===== config.mk =====
export PLATFORM = sky130hd
export DESIGN_NAME = scsc_top
export DESIGN_NICKNAME = d
export VERILOG_FILES = /design/src/hdl/scsc_pkg.sv /design/src/hdl/scsc_top.sv /design/src/hdl/scsc_divider.sv
export SDC_FILE = /design/constraint.sdc
export NUM_CORES = 2
export LEC_CHECK = 0
export BUFFER_PORTS_ARGS = -buffer_cell sky130_fd_sc_hd__buf_2
export CORE_AREA = 2 2 458 460
export CTS_CLUSTER_DIAMETER = 200
export DETAILED_ROUTE_END_ITERATION = 10
export DIE_AREA = 0 0 460 462
export HOLD_SLACK_MARGIN = 0.05
export PLACE_DENSITY = 0.55
export REMOVE_ABC_BUFFERS = 1
export SLEW_MARGIN = 30
export SYNTH_ARGS = -nofsm -noshare
export SYNTH_HDL_FRONTEND = slang
export SYNTH_HIERARCHICAL = 1
export SYNTH_SLANG_ARGS = --single-unit
export TNS_END_PERCENT = 5

===== constraint.sdc =====
create_clock -name mclk -period 11.8 [get_ports mclk]
set_clock_uncertainty 0.15 [all_clocks]
set_input_delay 1.18 -clock mclk [delete_from_list [all_inputs] [get_ports mclk]]
set_output_delay 1.18 -clock mclk [all_outputs]
set_load 0.05 [all_outputs]

===== src/hdl/scsc_pkg.sv =====
// constants shared by the sample clock source control block
// Notes on behaviour
// (RULE1) by default loop and dividers run from the on-board 40 MHz reference; the quartz divider candidates here use QUARTZ_HZ, 125 MHz
// (RULE2) rate request written in hertz; read returns nearest achievable rate
// (RULE3) connector clock output only when enabled with internal clocking
// (RULE4) no internal sample rate below 1 kHz
// (RULE5) top rate depends on variant and channels; 125 or 62.5 MS/s
// (RULE6) loop enable resets to one; zero bypasses loop for quartz division
// (RULE7) bypassed rate is quartz divided by a member of the divider set
// (RULE8) bypassed mode still accepts a request and reports best divider rate
// (RULE9) reference zero selects internal source; nonzero is external hertz
// (RULE10) outside source supplies 1 to 125 MHz and programs that exact value
// (RULE11) loop settings come from reference and rate request together
// (RULE12) termination loads the connector only while it serves as an input
// (RULE13) direct external clock select makes the connector the sample clock
// (RULE14) requests outside achievable range clamp to nearest reachable rate
package scsc_pkg;
	localparam logic [15:0] OFS_RATE_REQUEST = 16'h4e20;
	localparam logic [15:0] OFS_LOOP_ENABLE = 16'h4e3e;
	localparam logic [15:0] OFS_DIRECT_EXT = 16'h4e84;
	localparam logic [15:0] OFS_CLOCK_OUT = 16'h4e8e;
	localparam logic [15:0] OFS_TERMINATION = 16'h4e98;
	localparam logic [15:0] OFS_REFERENCE = 16'h4eac;

	localparam logic [31:0] RST_RATE_REQUEST = 32'h0000_0000;
	localparam logic RST_LOOP_ENABLE = 1'b1;
	localparam logic [31:0] RST_REFERENCE = 32'h0000_0000;

	localparam logic [31:0] INT_REF_HZ = 32'h0262_5a00;
	localparam logic [31:0] MIN_RATE_HZ = 32'h0000_03e8;
	localparam logic [31:0] MAX_RATE_HZ = 32'h0773_5940;
	localparam logic [31:0] MAX_RATE_MULTI_HZ = 32'h03b9_aca0;
	localparam logic [31:0] LOOP_PREDIV = 32'h0000_9c40;

	localparam int QDIV_N = 17;
	localparam logic [11:0] QDIV [QDIV_N] = '{
		12'h001, 12'h002, 12'h004, 12'h008, 12'h00a, 12'h010,
		12'h014, 12'h028, 12'h032, 12'h050, 12'h064, 12'h0c8,
		12'h190, 12'h1f4, 12'h320, 12'h3e8, 12'h7d0};

	typedef enum logic [2:0] {
		SCSC_IDLE, SCSC_STEP, SCSC_STEP_W, SCSC_MULT, SCSC_MULT_W,
		SCSC_FIX, SCSC_QSCAN
	} scsc_state_t;
endpackage : scsc_pkg


===== src/hdl/scsc_top.sv =====
// sample clock source selection, rate solver and control registers
`timescale 1ns/1ps
`default_nettype none
module scsc_top
#(
	parameter logic [31:0] QUARTZ_HZ = scsc_pkg::MAX_RATE_HZ,
	parameter logic LIMITED_VARIANT = 1'b1
)
(
	input wire logic mclk,
	input wire logic resetn,
	input wire logic reg_wr,
	input wire logic reg_rd,
	input wire logic [15:0] reg_addr,
	input wire logic [31:0] reg_wdata,
	output logic [31:0] reg_rdata,
	output logic reg_rvalid,
	input wire logic [3:0] chan_enable,
	output logic calc_busy,
	output logic loop_bypass,
	output logic loop_ref_external,
	output logic [31:0] loop_mult,
	output logic [31:0] loop_prediv,
	output logic [11:0] quartz_div,
	output logic sample_clk_from_connector,
	output logic connector_clk_drive,
	output logic connector_termination
);
	logic [31:0] rate_req_r, rate_req_nxt;
	logic loop_en_r, loop_en_nxt;
	logic direct_ext_r, direct_ext_nxt;
	logic clk_out_r, clk_out_nxt;
	logic term_r, term_nxt;
	logic [31:0] ref_r, ref_nxt;
	logic [3:0] chan_prev_r, chan_prev_nxt;
	logic [31:0] rdata_r, rdata_nxt;
	logic rvalid_r, rvalid_nxt;
	logic pend_r, pend_nxt;

	logic [31:0] achieved_r, achieved_nxt;
	logic [31:0] step_r, step_nxt;
	logic [31:0] mult_r, mult_nxt;
	logic [11:0] qdiv_r, qdiv_nxt;
	logic [31:0] best_diff_r, best_diff_nxt;
	logic [4:0] idx_r, idx_nxt;
	logic [31:0] clamped_r, clamped_nxt;
	scsc_pkg::scsc_state_t state_r, state_nxt;

	logic div_start;
	logic [31:0] div_num, div_den, div_quot;
	logic div_done;
	logic [31:0] ref_hz, max_hz, req_clamped;
	logic [2:0] chan_count;
	logic [63:0] prod;
	logic [31:0] cand [scsc_pkg::QDIV_N];

	genvar gk;
	generate
		for (gk = 0; gk < scsc_pkg::QDIV_N; gk++)
		begin : g_cand
			assign cand[gk] = QUARTZ_HZ / {20'h0_0000, scsc_pkg::QDIV[gk]}; // RULE7
		end
	endgenerate

	assign ref_hz = (ref_r == 32'h0000_0000)
		? scsc_pkg::INT_REF_HZ : ref_r; // RULE1 RULE9
	assign chan_count = {2'b00, chan_enable[0]} + {2'b00, chan_enable[1]}
		+ {2'b00, chan_enable[2]} + {2'b00, chan_enable[3]};
	assign max_hz = (LIMITED_VARIANT && chan_count > 3'h1)
		? scsc_pkg::MAX_RATE_MULTI_HZ : scsc_pkg::MAX_RATE_HZ; // RULE5
	assign req_clamped = (rate_req_r < scsc_pkg::MIN_RATE_HZ)
		? scsc_pkg::MIN_RATE_HZ
		: ((rate_req_r > max_hz) ? max_hz : rate_req_r); // RULE4 RULE14
	assign prod = {32'h0000_0000, mult_r} * {32'h0000_0000, step_r};

	// register port and recalculation trigger
	always_comb
	begin
		rate_req_nxt = rate_req_r;
		loop_en_nxt = loop_en_r;
		direct_ext_nxt = direct_ext_r;
		clk_out_nxt = clk_out_r;
		term_nxt = term_r;
		ref_nxt = ref_r;
		chan_prev_nxt = chan_enable;
		rdata_nxt = rdata_r;
		rvalid_nxt = 1'b0;
		pend_nxt = pend_r;
		if (chan_enable != chan_prev_r)
			pend_nxt = 1'b1;
		if (reg_wr)
		begin
			if (reg_addr == scsc_pkg::OFS_RATE_REQUEST)
			begin
				rate_req_nxt = reg_wdata; // RULE2 RULE8
				pend_nxt = 1'b1;
			end
			else if (reg_addr == scsc_pkg::OFS_LOOP_ENABLE)
			begin
				loop_en_nxt = reg_wdata[0]; // RULE6
				pend_nxt = 1'b1;
			end
			else if (reg_addr == scsc_pkg::OFS_DIRECT_EXT)
				direct_ext_nxt = reg_wdata[0]; // RULE13
			else if (reg_addr == scsc_pkg::OFS_CLOCK_OUT)
				clk_out_nxt = reg_wdata[0];
			else if (reg_addr == scsc_pkg::OFS_TERMINATION)
				term_nxt = reg_wdata[0];
			else if (reg_addr == scsc_pkg::OFS_REFERENCE)
			begin
				ref_nxt = reg_wdata; // RULE9 RULE11
				pend_nxt = 1'b1;
			end
		end
		// a new trigger in the same cycle keeps the request pending
		if (state_r == scsc_pkg::SCSC_IDLE && pend_r && !reg_wr
			&& chan_enable == chan_prev_r)
			pend_nxt = 1'b0;
		if (reg_rd)
		begin
			rvalid_nxt = 1'b1;
			if (reg_addr == scsc_pkg::OFS_RATE_REQUEST)
				rdata_nxt = achieved_r; // RULE2 RULE8
			else if (reg_addr == scsc_pkg::OFS_LOOP_ENABLE)
				rdata_nxt = {31'h0000_0000, loop_en_r};
			else if (reg_addr == scsc_pkg::OFS_DIRECT_EXT)
				rdata_nxt = {31'h0000_0000, direct_ext_r};
			else if (reg_addr == scsc_pkg::OFS_CLOCK_OUT)
				rdata_nxt = {31'h0000_0000, clk_out_r};
			else if (reg_addr == scsc_pkg::OFS_TERMINATION)
				rdata_nxt = {31'h0000_0000, term_r};
			else if (reg_addr == scsc_pkg::OFS_REFERENCE)
				rdata_nxt = ref_r;
			else
				rdata_nxt = 32'h0000_0000;
		end
	end

	always_ff @(posedge mclk or negedge resetn)
	begin
		if (!resetn)
		begin
			rate_req_r <= scsc_pkg::RST_RATE_REQUEST;
			loop_en_r <= scsc_pkg::RST_LOOP_ENABLE; // RULE6
			direct_ext_r <= 1'b0;
			clk_out_r <= 1'b0;
			term_r <= 1'b0;
			ref_r <= scsc_pkg::RST_REFERENCE;
			chan_prev_r <= 4'h0;
			rdata_r <= 32'h0000_0000;
			rvalid_r <= 1'b0;
			pend_r <= 1'b1;
		end
		else
		begin
			rate_req_r <= rate_req_nxt;
			loop_en_r <= loop_en_nxt;
			direct_ext_r <= direct_ext_nxt;
			clk_out_r <= clk_out_nxt;
			term_r <= term_nxt;
			ref_r <= ref_nxt;
			chan_prev_r <= chan_prev_nxt;
			rdata_r <= rdata_nxt;
			rvalid_r <= rvalid_nxt;
			pend_r <= pend_nxt;
		end
	end

	// rate solver: loop step = reference / prediv, multiplier rounds to nearest
	always_comb
	begin
		logic [31:0] diff;
		diff = 32'h0000_0000;
		state_nxt = state_r;
		achieved_nxt = achieved_r;
		step_nxt = step_r;
		mult_nxt = mult_r;
		qdiv_nxt = qdiv_r;
		best_diff_nxt = best_diff_r;
		idx_nxt = idx_r;
		clamped_nxt = clamped_r;
		div_start = 1'b0;
		div_num = ref_hz;
		div_den = scsc_pkg::LOOP_PREDIV;
		case (state_r)
			scsc_pkg::SCSC_IDLE:
			begin
				if (pend_r)
				begin
					clamped_nxt = req_clamped;
					idx_nxt = 5'h00;
					best_diff_nxt = 32'hffff_ffff;
					state_nxt = loop_en_r ? scsc_pkg::SCSC_STEP
						: scsc_pkg::SCSC_QSCAN; // RULE6
				end
			end
			scsc_pkg::SCSC_STEP:
			begin
				div_start = 1'b1; // RULE11
				state_nxt = scsc_pkg::SCSC_STEP_W;
			end
			scsc_pkg::SCSC_STEP_W:
			begin
				if (div_done)
				begin
					step_nxt = (div_quot == 32'h0000_0000) ? 32'h0000_0001
						: div_quot;
					state_nxt = scsc_pkg::SCSC_MULT;
				end
			end
			scsc_pkg::SCSC_MULT:
			begin
				div_num = clamped_r + {1'b0, step_r[31:1]}; // RULE11
				div_den = step_r;
				div_start = 1'b1;
				state_nxt = scsc_pkg::SCSC_MULT_W;
			end
			scsc_pkg::SCSC_MULT_W:
			begin
				div_num = clamped_r + {1'b0, step_r[31:1]};
				div_den = step_r;
				if (div_done)
				begin
					mult_nxt = div_quot;
					state_nxt = scsc_pkg::SCSC_FIX;
				end
			end
			scsc_pkg::SCSC_FIX:
			begin
				// keep the product inside the legal window
				if (prod[31:0] > max_hz || prod[63:32] != 32'h0000_0000)
					mult_nxt = mult_r - 32'h0000_0001; // RULE5 RULE14
				else if (prod[31:0] < scsc_pkg::MIN_RATE_HZ)
					mult_nxt = mult_r + 32'h0000_0001; // RULE4
				else
				begin
					achieved_nxt = prod[31:0];
					state_nxt = scsc_pkg::SCSC_IDLE;
				end
			end
			scsc_pkg::SCSC_QSCAN:
			begin
				diff = (cand[idx_r] > clamped_r) ? cand[idx_r] - clamped_r
					: clamped_r - cand[idx_r];
				if (cand[idx_r] <= max_hz && cand[idx_r] >= scsc_pkg::MIN_RATE_HZ
					&& diff < best_diff_r)
				begin
					best_diff_nxt = diff; // RULE8
					achieved_nxt = cand[idx_r];
					qdiv_nxt = scsc_pkg::QDIV[idx_r]; // RULE7
				end
				idx_nxt = idx_r + 5'h01;
				if (idx_r == 5'(scsc_pkg::QDIV_N - 1))
					state_nxt = scsc_pkg::SCSC_IDLE;
			end
			default:
				state_nxt = scsc_pkg::SCSC_IDLE;
		endcase
	end

	always_ff @(posedge mclk or negedge resetn)
	begin
		if (!resetn)
		begin
			state_r <= scsc_pkg::SCSC_IDLE;
			achieved_r <= 32'h0000_0000;
			step_r <= 32'h0000_0001;
			mult_r <= 32'h0000_0000;
			qdiv_r <= 12'h001;
			best_diff_r <= 32'hffff_ffff;
			idx_r <= 5'h00;
			clamped_r <= 32'h0000_0000;
		end
		else
		begin
			state_r <= state_nxt;
			achieved_r <= achieved_nxt;
			step_r <= step_nxt;
			mult_r <= mult_nxt;
			qdiv_r <= qdiv_nxt;
			best_diff_r <= best_diff_nxt;
			idx_r <= idx_nxt;
			clamped_r <= clamped_nxt;
		end
	end

	scsc_divider u_div
	(
		.mclk(mclk),
		.resetn(resetn),
		.start(div_start),
		.num(div_num),
		.den(div_den),
		.done(div_done),
		.quot(div_quot)
	);

	assign reg_rdata = rdata_r;
	assign reg_rvalid = rvalid_r;
	assign calc_busy = pend_r || (state_r != scsc_pkg::SCSC_IDLE);
	assign loop_bypass = !loop_en_r; // RULE6
	assign loop_ref_external = (ref_r != 32'h0000_0000); // RULE9
	assign loop_mult = mult_r;
	assign loop_prediv = scsc_pkg::LOOP_PREDIV;
	assign quartz_div = qdiv_r;
	assign sample_clk_from_connector = direct_ext_r; // RULE13
	assign connector_clk_drive = clk_out_r && !direct_ext_r
		&& (ref_r == 32'h0000_0000); // RULE3
	assign connector_termination = term_r
		&& (direct_ext_r || ref_r != 32'h0000_0000); // RULE12
endmodule : scsc_top
`default_nettype wire


===== src/hdl/scsc_divider.sv =====
// sequential restoring divider used by the rate solver
`timescale 1ns/1ps
`default_nettype none
module scsc_divider
(
	input wire logic mclk,
	input wire logic resetn,
	input wire logic start,
	input wire logic [31:0] num,
	input wire logic [31:0] den,
	output logic done,
	output logic [31:0] quot
);
	logic [32:0] rem_r, rem_nxt;
	logic [31:0] quot_r, quot_nxt;
	logic [31:0] num_r, num_nxt;
	logic [31:0] den_r, den_nxt;
	logic [5:0] cnt_r, cnt_nxt;
	logic run_r, run_nxt;
	logic done_r, done_nxt;

	always_comb
	begin
		logic [32:0] trial;
		trial = 33'h0_0000_0000;
		rem_nxt = rem_r;
		quot_nxt = quot_r;
		num_nxt = num_r;
		den_nxt = den_r;
		cnt_nxt = cnt_r;
		run_nxt = run_r;
		done_nxt = 1'b0;
		if (start)
		begin
			rem_nxt = 33'h0_0000_0000;
			num_nxt = num;
			den_nxt = den;
			cnt_nxt = 6'h20;
			run_nxt = 1'b1;
		end
		else if (run_r)
		begin
			trial = {rem_r[31:0], num_r[31]};
			num_nxt = {num_r[30:0], 1'b0};
			if (trial >= {1'b0, den_r})
			begin
				rem_nxt = trial - {1'b0, den_r};
				quot_nxt = {quot_r[30:0], 1'b1};
			end
			else
			begin
				rem_nxt = trial;
				quot_nxt = {quot_r[30:0], 1'b0};
			end
			cnt_nxt = cnt_r - 6'h01;
			if (cnt_r == 6'h01)
			begin
				run_nxt = 1'b0;
				done_nxt = 1'b1;
			end
		end
	end

	always_ff @(posedge mclk or negedge resetn)
	begin
		if (!resetn)
		begin
			rem_r <= 33'h0_0000_0000;
			quot_r <= 32'h0000_0000;
			num_r <= 32'h0000_0000;
			den_r <= 32'h0000_0000;
			cnt_r <= 6'h00;
			run_r <= 1'b0;
			done_r <= 1'b0;
		end
		else
		begin
			rem_r <= rem_nxt;
			quot_r <= quot_nxt;
			num_r <= num_nxt;
			den_r <= den_nxt;
			cnt_r <= cnt_nxt;
			run_r <= run_nxt;
			done_r <= done_nxt;
		end
	end

	assign done = done_r;
	assign quot = quot_r;
endmodule : scsc_divider
`default_nettype wire


# [Word level (Yosys, flattened, before mapping)]
# Memories as Yosys holds them, arrays and structs flattened. A register that Yosys moved wholly into a read port is not among the register bits.
# Cells that the tools add are included.
[classes] n_reduce_logical=42 n_lt_le_gt_ge=11 multipliers=1 mux=62 eq_ne=24 n_addsub=11 n_bitwise=7
[op_table] operator="2-to-1 mux 32 bit" n=28
[op_table] operator="one-hot mux 32 bit (2 select lines)" n=3
[op_table] operator="== test 16 x 15 -> 1 bit, second input constant" n=6
[op_table] operator="subtractor 32 bit" n=3
[op_table] operator="> comparator 32 x 27 -> 1 bit" n=2
[op_table] operator="zero test 32 bit" n=2
[op_table] operator="less-than comparator 32 x 10 -> 1 bit, second input constant" n=2
[op_table] operator="multiplier 32 x 32 -> 64 bit" n=1
[op_table] operator="nonzero test 32 bit" n=2
[op_table] operator="greater-or-equal comparator 33 x 32 -> 1 bit" n=1
[op_table] operator="adder 32 x 1 -> 32 bit, second input constant" n=1
[op_table] operator="adder 32 x 31 -> 32 bit" n=1
[op_table] operator="greater-or-equal comparator 32 x 10 -> 1 bit, second input constant" n=1
[op_table] operator="> comparator 32 bit" n=1
[op_table] operator="less-or-equal comparator 32 x 27 -> 1 bit" n=1
[op_table] operator="less-than comparator 32 bit" n=1
[op_table] operator="subtractor 32 x 1 -> 32 bit, second input constant" n=1
[op_table] operator="2-to-1 mux 27 bit" n=1
[op_table] operator="2-to-1 mux 3 bit" n=7
[op_table] operator="one-hot mux 3 bit (7 select lines)" n=1
[op_table] operator="2-to-1 mux 1 bit" n=18
[op_table] operator="2-to-1 mux 6 bit" n=2
[op_table] operator="AND reduction 2 bit" n=6
[op_table] operator="AND reduction 6 bit" n=2
[op_table] operator="other kinds (32)" n=64
[word_totals] rom_bits=1408 memories=2 register_bits=410 inputBits=56
[memory_table] memory="(name not given)" depth=32 width=32 read_ports=1 rd_clocked_by_memory_dff=0 write_ports=0 line="scsc_top.sv:249" rtl="achieved_nxt = cand[idx_r];"
[memory_table] memory="(name not given)" depth=32 width=12 read_ports=1 rd_clocked_by_memory_dff=1 write_ports=0 line="scsc_top.sv:250" rtl="qdiv_nxt = scsc_pkg::QDIV[idx_r];"

# [Logic depth before layout (Yosys ltp)]
[depth] ltp_word=10 depth_mapped=51 depth_no_buf=49

# [Modules after synthesis]
# The synthesis kept the hierarchy.
[by_module_without_submodules] module="scsc_top" cells_each=6017 seq_area_each_um2=7176.9 instances=1 area_per_inst_um2=54370.9
[by_module_without_submodules] module="scsc_divider" cells_each=850 seq_area_each_um2=3403.3 instances=1 area_per_inst_um2=7642.3

# [Worst setup path after synthesis]
# OpenSTA, ideal clock, no wires.
[synth_timing] path_type="reg2reg" start="register mult_r[12] (netlist: loop_mult[12])" end="register mult_r[31] (netlist: loop_mult[31])" n_path_buf=2 setup_slack_ns=-0.594 t_arrival_ns=12.165 required_ns=11.570 stages_incl_launch_ff=47 path_cell_list="dfrtp_1 -> clkbuf_1 -> and2_1 -> fa_1 -> fa_1 -> fa_1 -> inv_1 -> fa_1 -> inv_1 -> fa_1 -> inv_1 -> fa_1 -> inv_1 -> fa_1 -> inv_1 -> fa_1 -> inv_1 -> ha_1 -> (+11 left out) -> nand4_1 -> nor4b_4 -> inv_1 -> ha_1 -> a21o_1 -> a21o_1 -> a2111oi_1 -> nor3_1 -> or4_1 -> nand2_1 -> o2111ai_1 -> a31oi_1 -> o21bai_1 -> a2111oi_0 -> nor3_1 -> xor2_1 -> a21boi_0 -> a2bb2oi_1"
[synth_via] elab_chain_cells=5 word_cells_on_any_way=12 classes_between="2 x add/sub; 1 x mul; 2 x order compare; 1 x eq/ne; 3 x mux; 3 x reduce/logical"
[synth_lines] item="start, declared" line="scsc_top.sv:42" rtl="logic [31:0] mult_r, mult_nxt;"
[synth_lines] item="start signal, assigned" line="scsc_top.sv:279" rtl="mult_r <= mult_nxt;"
[synth_lines] item="multiplier 32 x 32 -> 64 bit" line="scsc_top.sv:74" rtl="assign prod = {32'h0000_0000, mult_r} * {32'h0000_0000, step_r};"
[synth_lines] item="> comparator 32 x 27 -> 1 bit / nonzero test 32 bit (equally long branches)" line="scsc_top.sv:231" rtl="if (prod[31:0] > max_hz || prod[63:32] != 32'h0000_0000)"
[synth_lines] item="logical OR 1 bit" line="scsc_top.sv:231"
[synth_lines] item="!= test 3 bit (no line) / 2-to-1 mux 32 bit (equally long branches)"
[synth_lines] item="AND reduction 3 bit (no line) / one-hot mux 32 bit (2 select lines) (equally long branches)"
# Parallel ways exist; a longest one is shown, timed or not. The select of a mux whose other input is x is not followed.
# A chain may end at the register's enable or synchronous reset.

# [Final worst setup path]
[layout_timing] start="register step_r[8]" end="register mult_r[30] (netlist: loop_mult[30])"
[layout_via] elab_chain_cells=5 word_cells_on_any_way=9 classes_between="1 x mul; 2 x order compare; 1 x eq/ne; 2 x mux; 3 x reduce/logical"
[layout_lines] item="start, declared" line="scsc_top.sv:41" rtl="logic [31:0] step_r, step_nxt;"
[layout_lines] item="start signal, assigned" line="scsc_top.sv:278" rtl="step_r <= step_nxt;"
[layout_lines] item="multiplier 32 x 32 -> 64 bit (*)" line="scsc_top.sv:74"
[layout_lines] item="> comparator 32 x 27 -> 1 bit / nonzero test 32 bit (equally long branches)" line="scsc_top.sv:231"
[layout_lines] item="logical OR 1 bit" line="scsc_top.sv:231"
[layout_lines] item="!= test 3 bit (no line) / 2-to-1 mux 32 bit (equally long branches)"
[layout_lines] item="AND reduction 3 bit (no line) / one-hot mux 32 bit (2 select lines) (equally long branches)"
# Mark *: on every way between the ends. The rest lies on a longest branch, timed or not.

==> impl_results.md <==
- Violated checks: negative setup slack
- CP Max Fanout: 22
- Worst relative slew slack: 32.7%
- Area contributors post-synth: fa_1 (29%), dfrtp_1 (16%), ha_1 (9.9%)
- H-tree depth: 2
- Compound-cell area share of the yosys netlist: 11.5%
- Max frequency: 83.3 MHz
- RSZ-0062 raised after global routing: true
- Final antenna-violating net count: 0
- Largest net degree at the start of global routing: 149
- Die span in x: 460 um
- FF+latch count, synth: 421
- Placer's final routability congestion estimate: 0.918
- Via density: 5.03
- CP max-delay cell: fa_1
- Setup violators final: 6
- Number of max-cap violations: 0
- Mean Syn Cell Area: 9.03 um2
- GRT overflow: 0
- Worst setup EP type: flip-flop
- Register area share after synthesis: 17.1%
- Core Rows: 168
- Final hold slack: 0.324 ns
- Total wire length: 205000 um
- Area of the multi-input gates: 47400 um2
- Max Slew Vio Count: 0
- CP startpoint: step_r[8]$_DFFE_PN0P_
- Final Net Count: 8783
- DRT Pass-1 Iters: 6
- Clk sinks: 421
- Adder-cell share of the synthesized area: 39.0%
- DRT iter0 DRCs: 3369
- Leading area contributor after synthesis: fa_1
- Flip-flop and latch area: 10600 um2
- Post-Synth XOR/XNOR Area: 2.29%
- Worst path required time: 12.20 ns
- Fillers: 21343
- Fin crit period: 12.00 ns
- Vias in the first global route: 53223
- CTS root buffer: clkbuf_16
- Critical path type: reg2reg
- Unique masters post-synth: 102
- Final hold vios: 0
- Dpl cell area: 70000 um2
- Wire length per cell: 20.3 um
- CTS tree: yes
- WP data arrival: 12.41 ns
- CTS clk-pin slew, worst paths: 0.07 ns
- Run status: finished, violations left
- Period utilization: 102%
- Least-Margin Pin Slew: 0.999 ns
- Vias: 50754
- LEAKAGE: 33.4 nW
- Clk Latency, worst-skew pair: 0.64 ns
- Number of flops mapped to enable cells by yosys: 0
- Worst setup margin: -0.202 ns
- Ys flop type: dfrtp_1
- Multiplexer area fraction after synthesis: 3.98%
- Clock Tree Buf Depth: 3
- Asr flop ratio synth: 100%
- Pwr per Cell Area: 45.2 nW/um2
- DP Worst Slack: -1.08 ns
- Largest family of logic cells by synthesized area: adder cells
- Area Overhead vs Synth: 17.8%
- Post-synth design cell area: 62000 um2
- Warnings from Yosys: 6
- Type of the tightest min-delay check: in2async
- Peak VDD IR: 0.0918 mV
- Share of cells above drive strength 1: 17.3%
- Drt drc: 0
- Reg2reg start: step_r[8]$_DFFE_PN0P_
- Initial antenna violation count: 6
- First-pass GRT wire length: 321000 um
- GR Util All Layers: 19.3%
- Proportion of netlist area held by the largest area contributor: 29.1%
- Worst stage delay on the critical path: 0.61 ns
- Hold-fix buffers, CTS: 0
- Die Span Y: 462 um
- Initial Utilization: 29.8%
- CP dominant cell by count: fa_1
- Synth Instances: 6867
- Final Cell Area: 73100 um2
- Placeable Area: 208000 um2
- Simple-Gate Fraction of Synth Area: 17.9%
- Total power: 3.30 mW
- Post-route insts no fill: 10094
- Die footprint: 213000 um2
- Cts bufs inserted: 48
- I/O pins: 171
- IO buf count: 137
- DP Wirelength: 169000 um
- Critical Path Source Type: flip-flop
- # placed instances: 9963
[what timing repair did]
item,CTS,global route
endpoints found under the setup margin,20,23
endpoints found under the hold margin,0,0
setup buffers,4,35
gates cloned,0,2
pin swaps,9,108
gates resized for setup,24,202
[per-stage QoR]
| step | utilization (%) | setup TNS [ns] |
|---|---|---|
| after floorplan | - | -3.08 |
| after global placement | 33.6 | -9.57 |
| after detailed placement | 33.6 | -10.25 |
| after CTS | 34.5 | -3.74 |
| after global routing | 35.1 | -6.07 |
| final | 35.1 | -0.498 |
[cells by family after synthesis]
logic type | after synthesis
fa+ha+maj | 1394
compound gates | 1119
xor+xnor | 162
other cells | 2
simple gates | 2248
flops | 421
mux | 223
buf+inv | 1298
[worst max-delay path, delay by kind of cell, from the launching register on]
family | cells | cell delay, ns
buffers and inverters | 12 | 1.63
xor gates and xnor gates | 1 | 0.13
adders and majority gates | 10 | 4.89
DFF | 1 | 0.45
AOI/OAI and AO/OA | 15 | 3.23
and+or+nand+nor | 10 | 1.44
[power breakdown]
part	switching (mW)	internal (mW)
Combinational	0.125	0.0342
Clock	0.719	0.964
Sequential	0.00452	1.45
Total	0.848	2.45
[synthesized netlist by cell type, drive strengths merged, types with 15 or more instances]
cell type and number:
dfrtp 385, fa 902, a22oi 40, nor2b 66, or2 19, o31ai 21, o21ai 268, nand2b 40
nand3 62, mux2i 89, and3 32, clkbuf 359, a2111oi 15, xnor2 84, and2 632, dfstp 36
nor4 43, nand2 860, a31oi 52, ha 492, a21o 115, o22ai 24, nor2 310, a21oi 331
a211oi 44, o21a 30, or3 16, mux2 134, buf 68, nor3 59, xor2 78, nand4 62
o21bai 35, o211ai 17, inv 870
[routing by layer]
metal | routed length [um] | GRT usage (%) | share of wire [%] | up-vias
met4 | 5650 | 4.56 | 2.8 | 2
met3 | 9820 | 2.17 | 4.8 | 289
met5 | 11 | 0 | 0.0054 | -
met1 | 92100 | 26.6 | 45 | 26000
met2 | 97800 | 32.5 | 48 | 1332
li1 | - | - | - | 23131
[registers in the layout, summed over array words and instances, names as in the netlist, 32 cells and up]
signal and flops:
loop_mult 32, u_div/den_r 32, u_div/quot 32, reg_rdata 32
step_r 32, rate_req_r 32, clamped_r 32, best_diff_r 32
u_div/num_r 32, achieved_r 32, ref_r 32, u_div/rem_r 32
[worst paths after layout]
kind	slack, ns	cells past startpoint	endpoint
max in group asynchronous	9.19	5	reg_rdata[24]$_DFFE_PN0P_
worst min register to register	0.33	1	quartz_div[2]$_DFFE_PN0P_
worst max register to register	-0.20	48	loop_mult[30]$_DFFE_PN0P_
min in group mclk	0.33	1	quartz_div[2]$_DFFE_PN0P_
worst min-delay path	0.32	1	reg_rdata[2]$_DFFE_PN0P_
worst max-delay path	-0.20	48	loop_mult[30]$_DFFE_PN0P_
[placed cells by master, fill, tap and decap left out, types with 31 or more instances in the layout]
master / synthesis / layout
a211oi_1: 41 / 37
a21o_1: 115 / 115
a21oi_1: 326 / 301
a22oi_1: 40 / 38
a31oi_1: 51 / 47
and2_1: 630 / 628
and3_1: 32 / 31
buf_12: 1 / 58
buf_2: 13 / 138
buf_4: 35 / 585
clkbuf_16: 0 / 51
conb_1: 2 / 33
dfrtp_1: 385 / 367
dfstp_2: 36 / 36
fa_1: 902 / 883
ha_1: 492 / 476
inv_1: 870 / 868
mux2_2: 104 / 104
mux2i_1: 89 / 89
nand2_1: 860 / 853
nand2b_1: 40 / 40
nand3_1: 62 / 59
nand4_1: 61 / 61
nor2_1: 307 / 298
nor2b_1: 66 / 65
nor3_1: 59 / 52
nor4_1: 42 / 37
o21ai_0: 250 / 241
o21bai_1: 35 / 34
xnor2_1: 84 / 82
xor2_1: 78 / 77
[layout make-up]
cell class / count / area share, %
multi-input combinational: 5179 / 64.8
tap: 2720 / 4.66
timing repair buffer: 812 / 9.15
inverter: 871 / 4.48
sequential: 421 / 14.5
antenna: 1 / 0.00343
clock buffer: 61 / 1.82
clock inverter: 29 / 0.538
(Power assumes the default switching activity.)
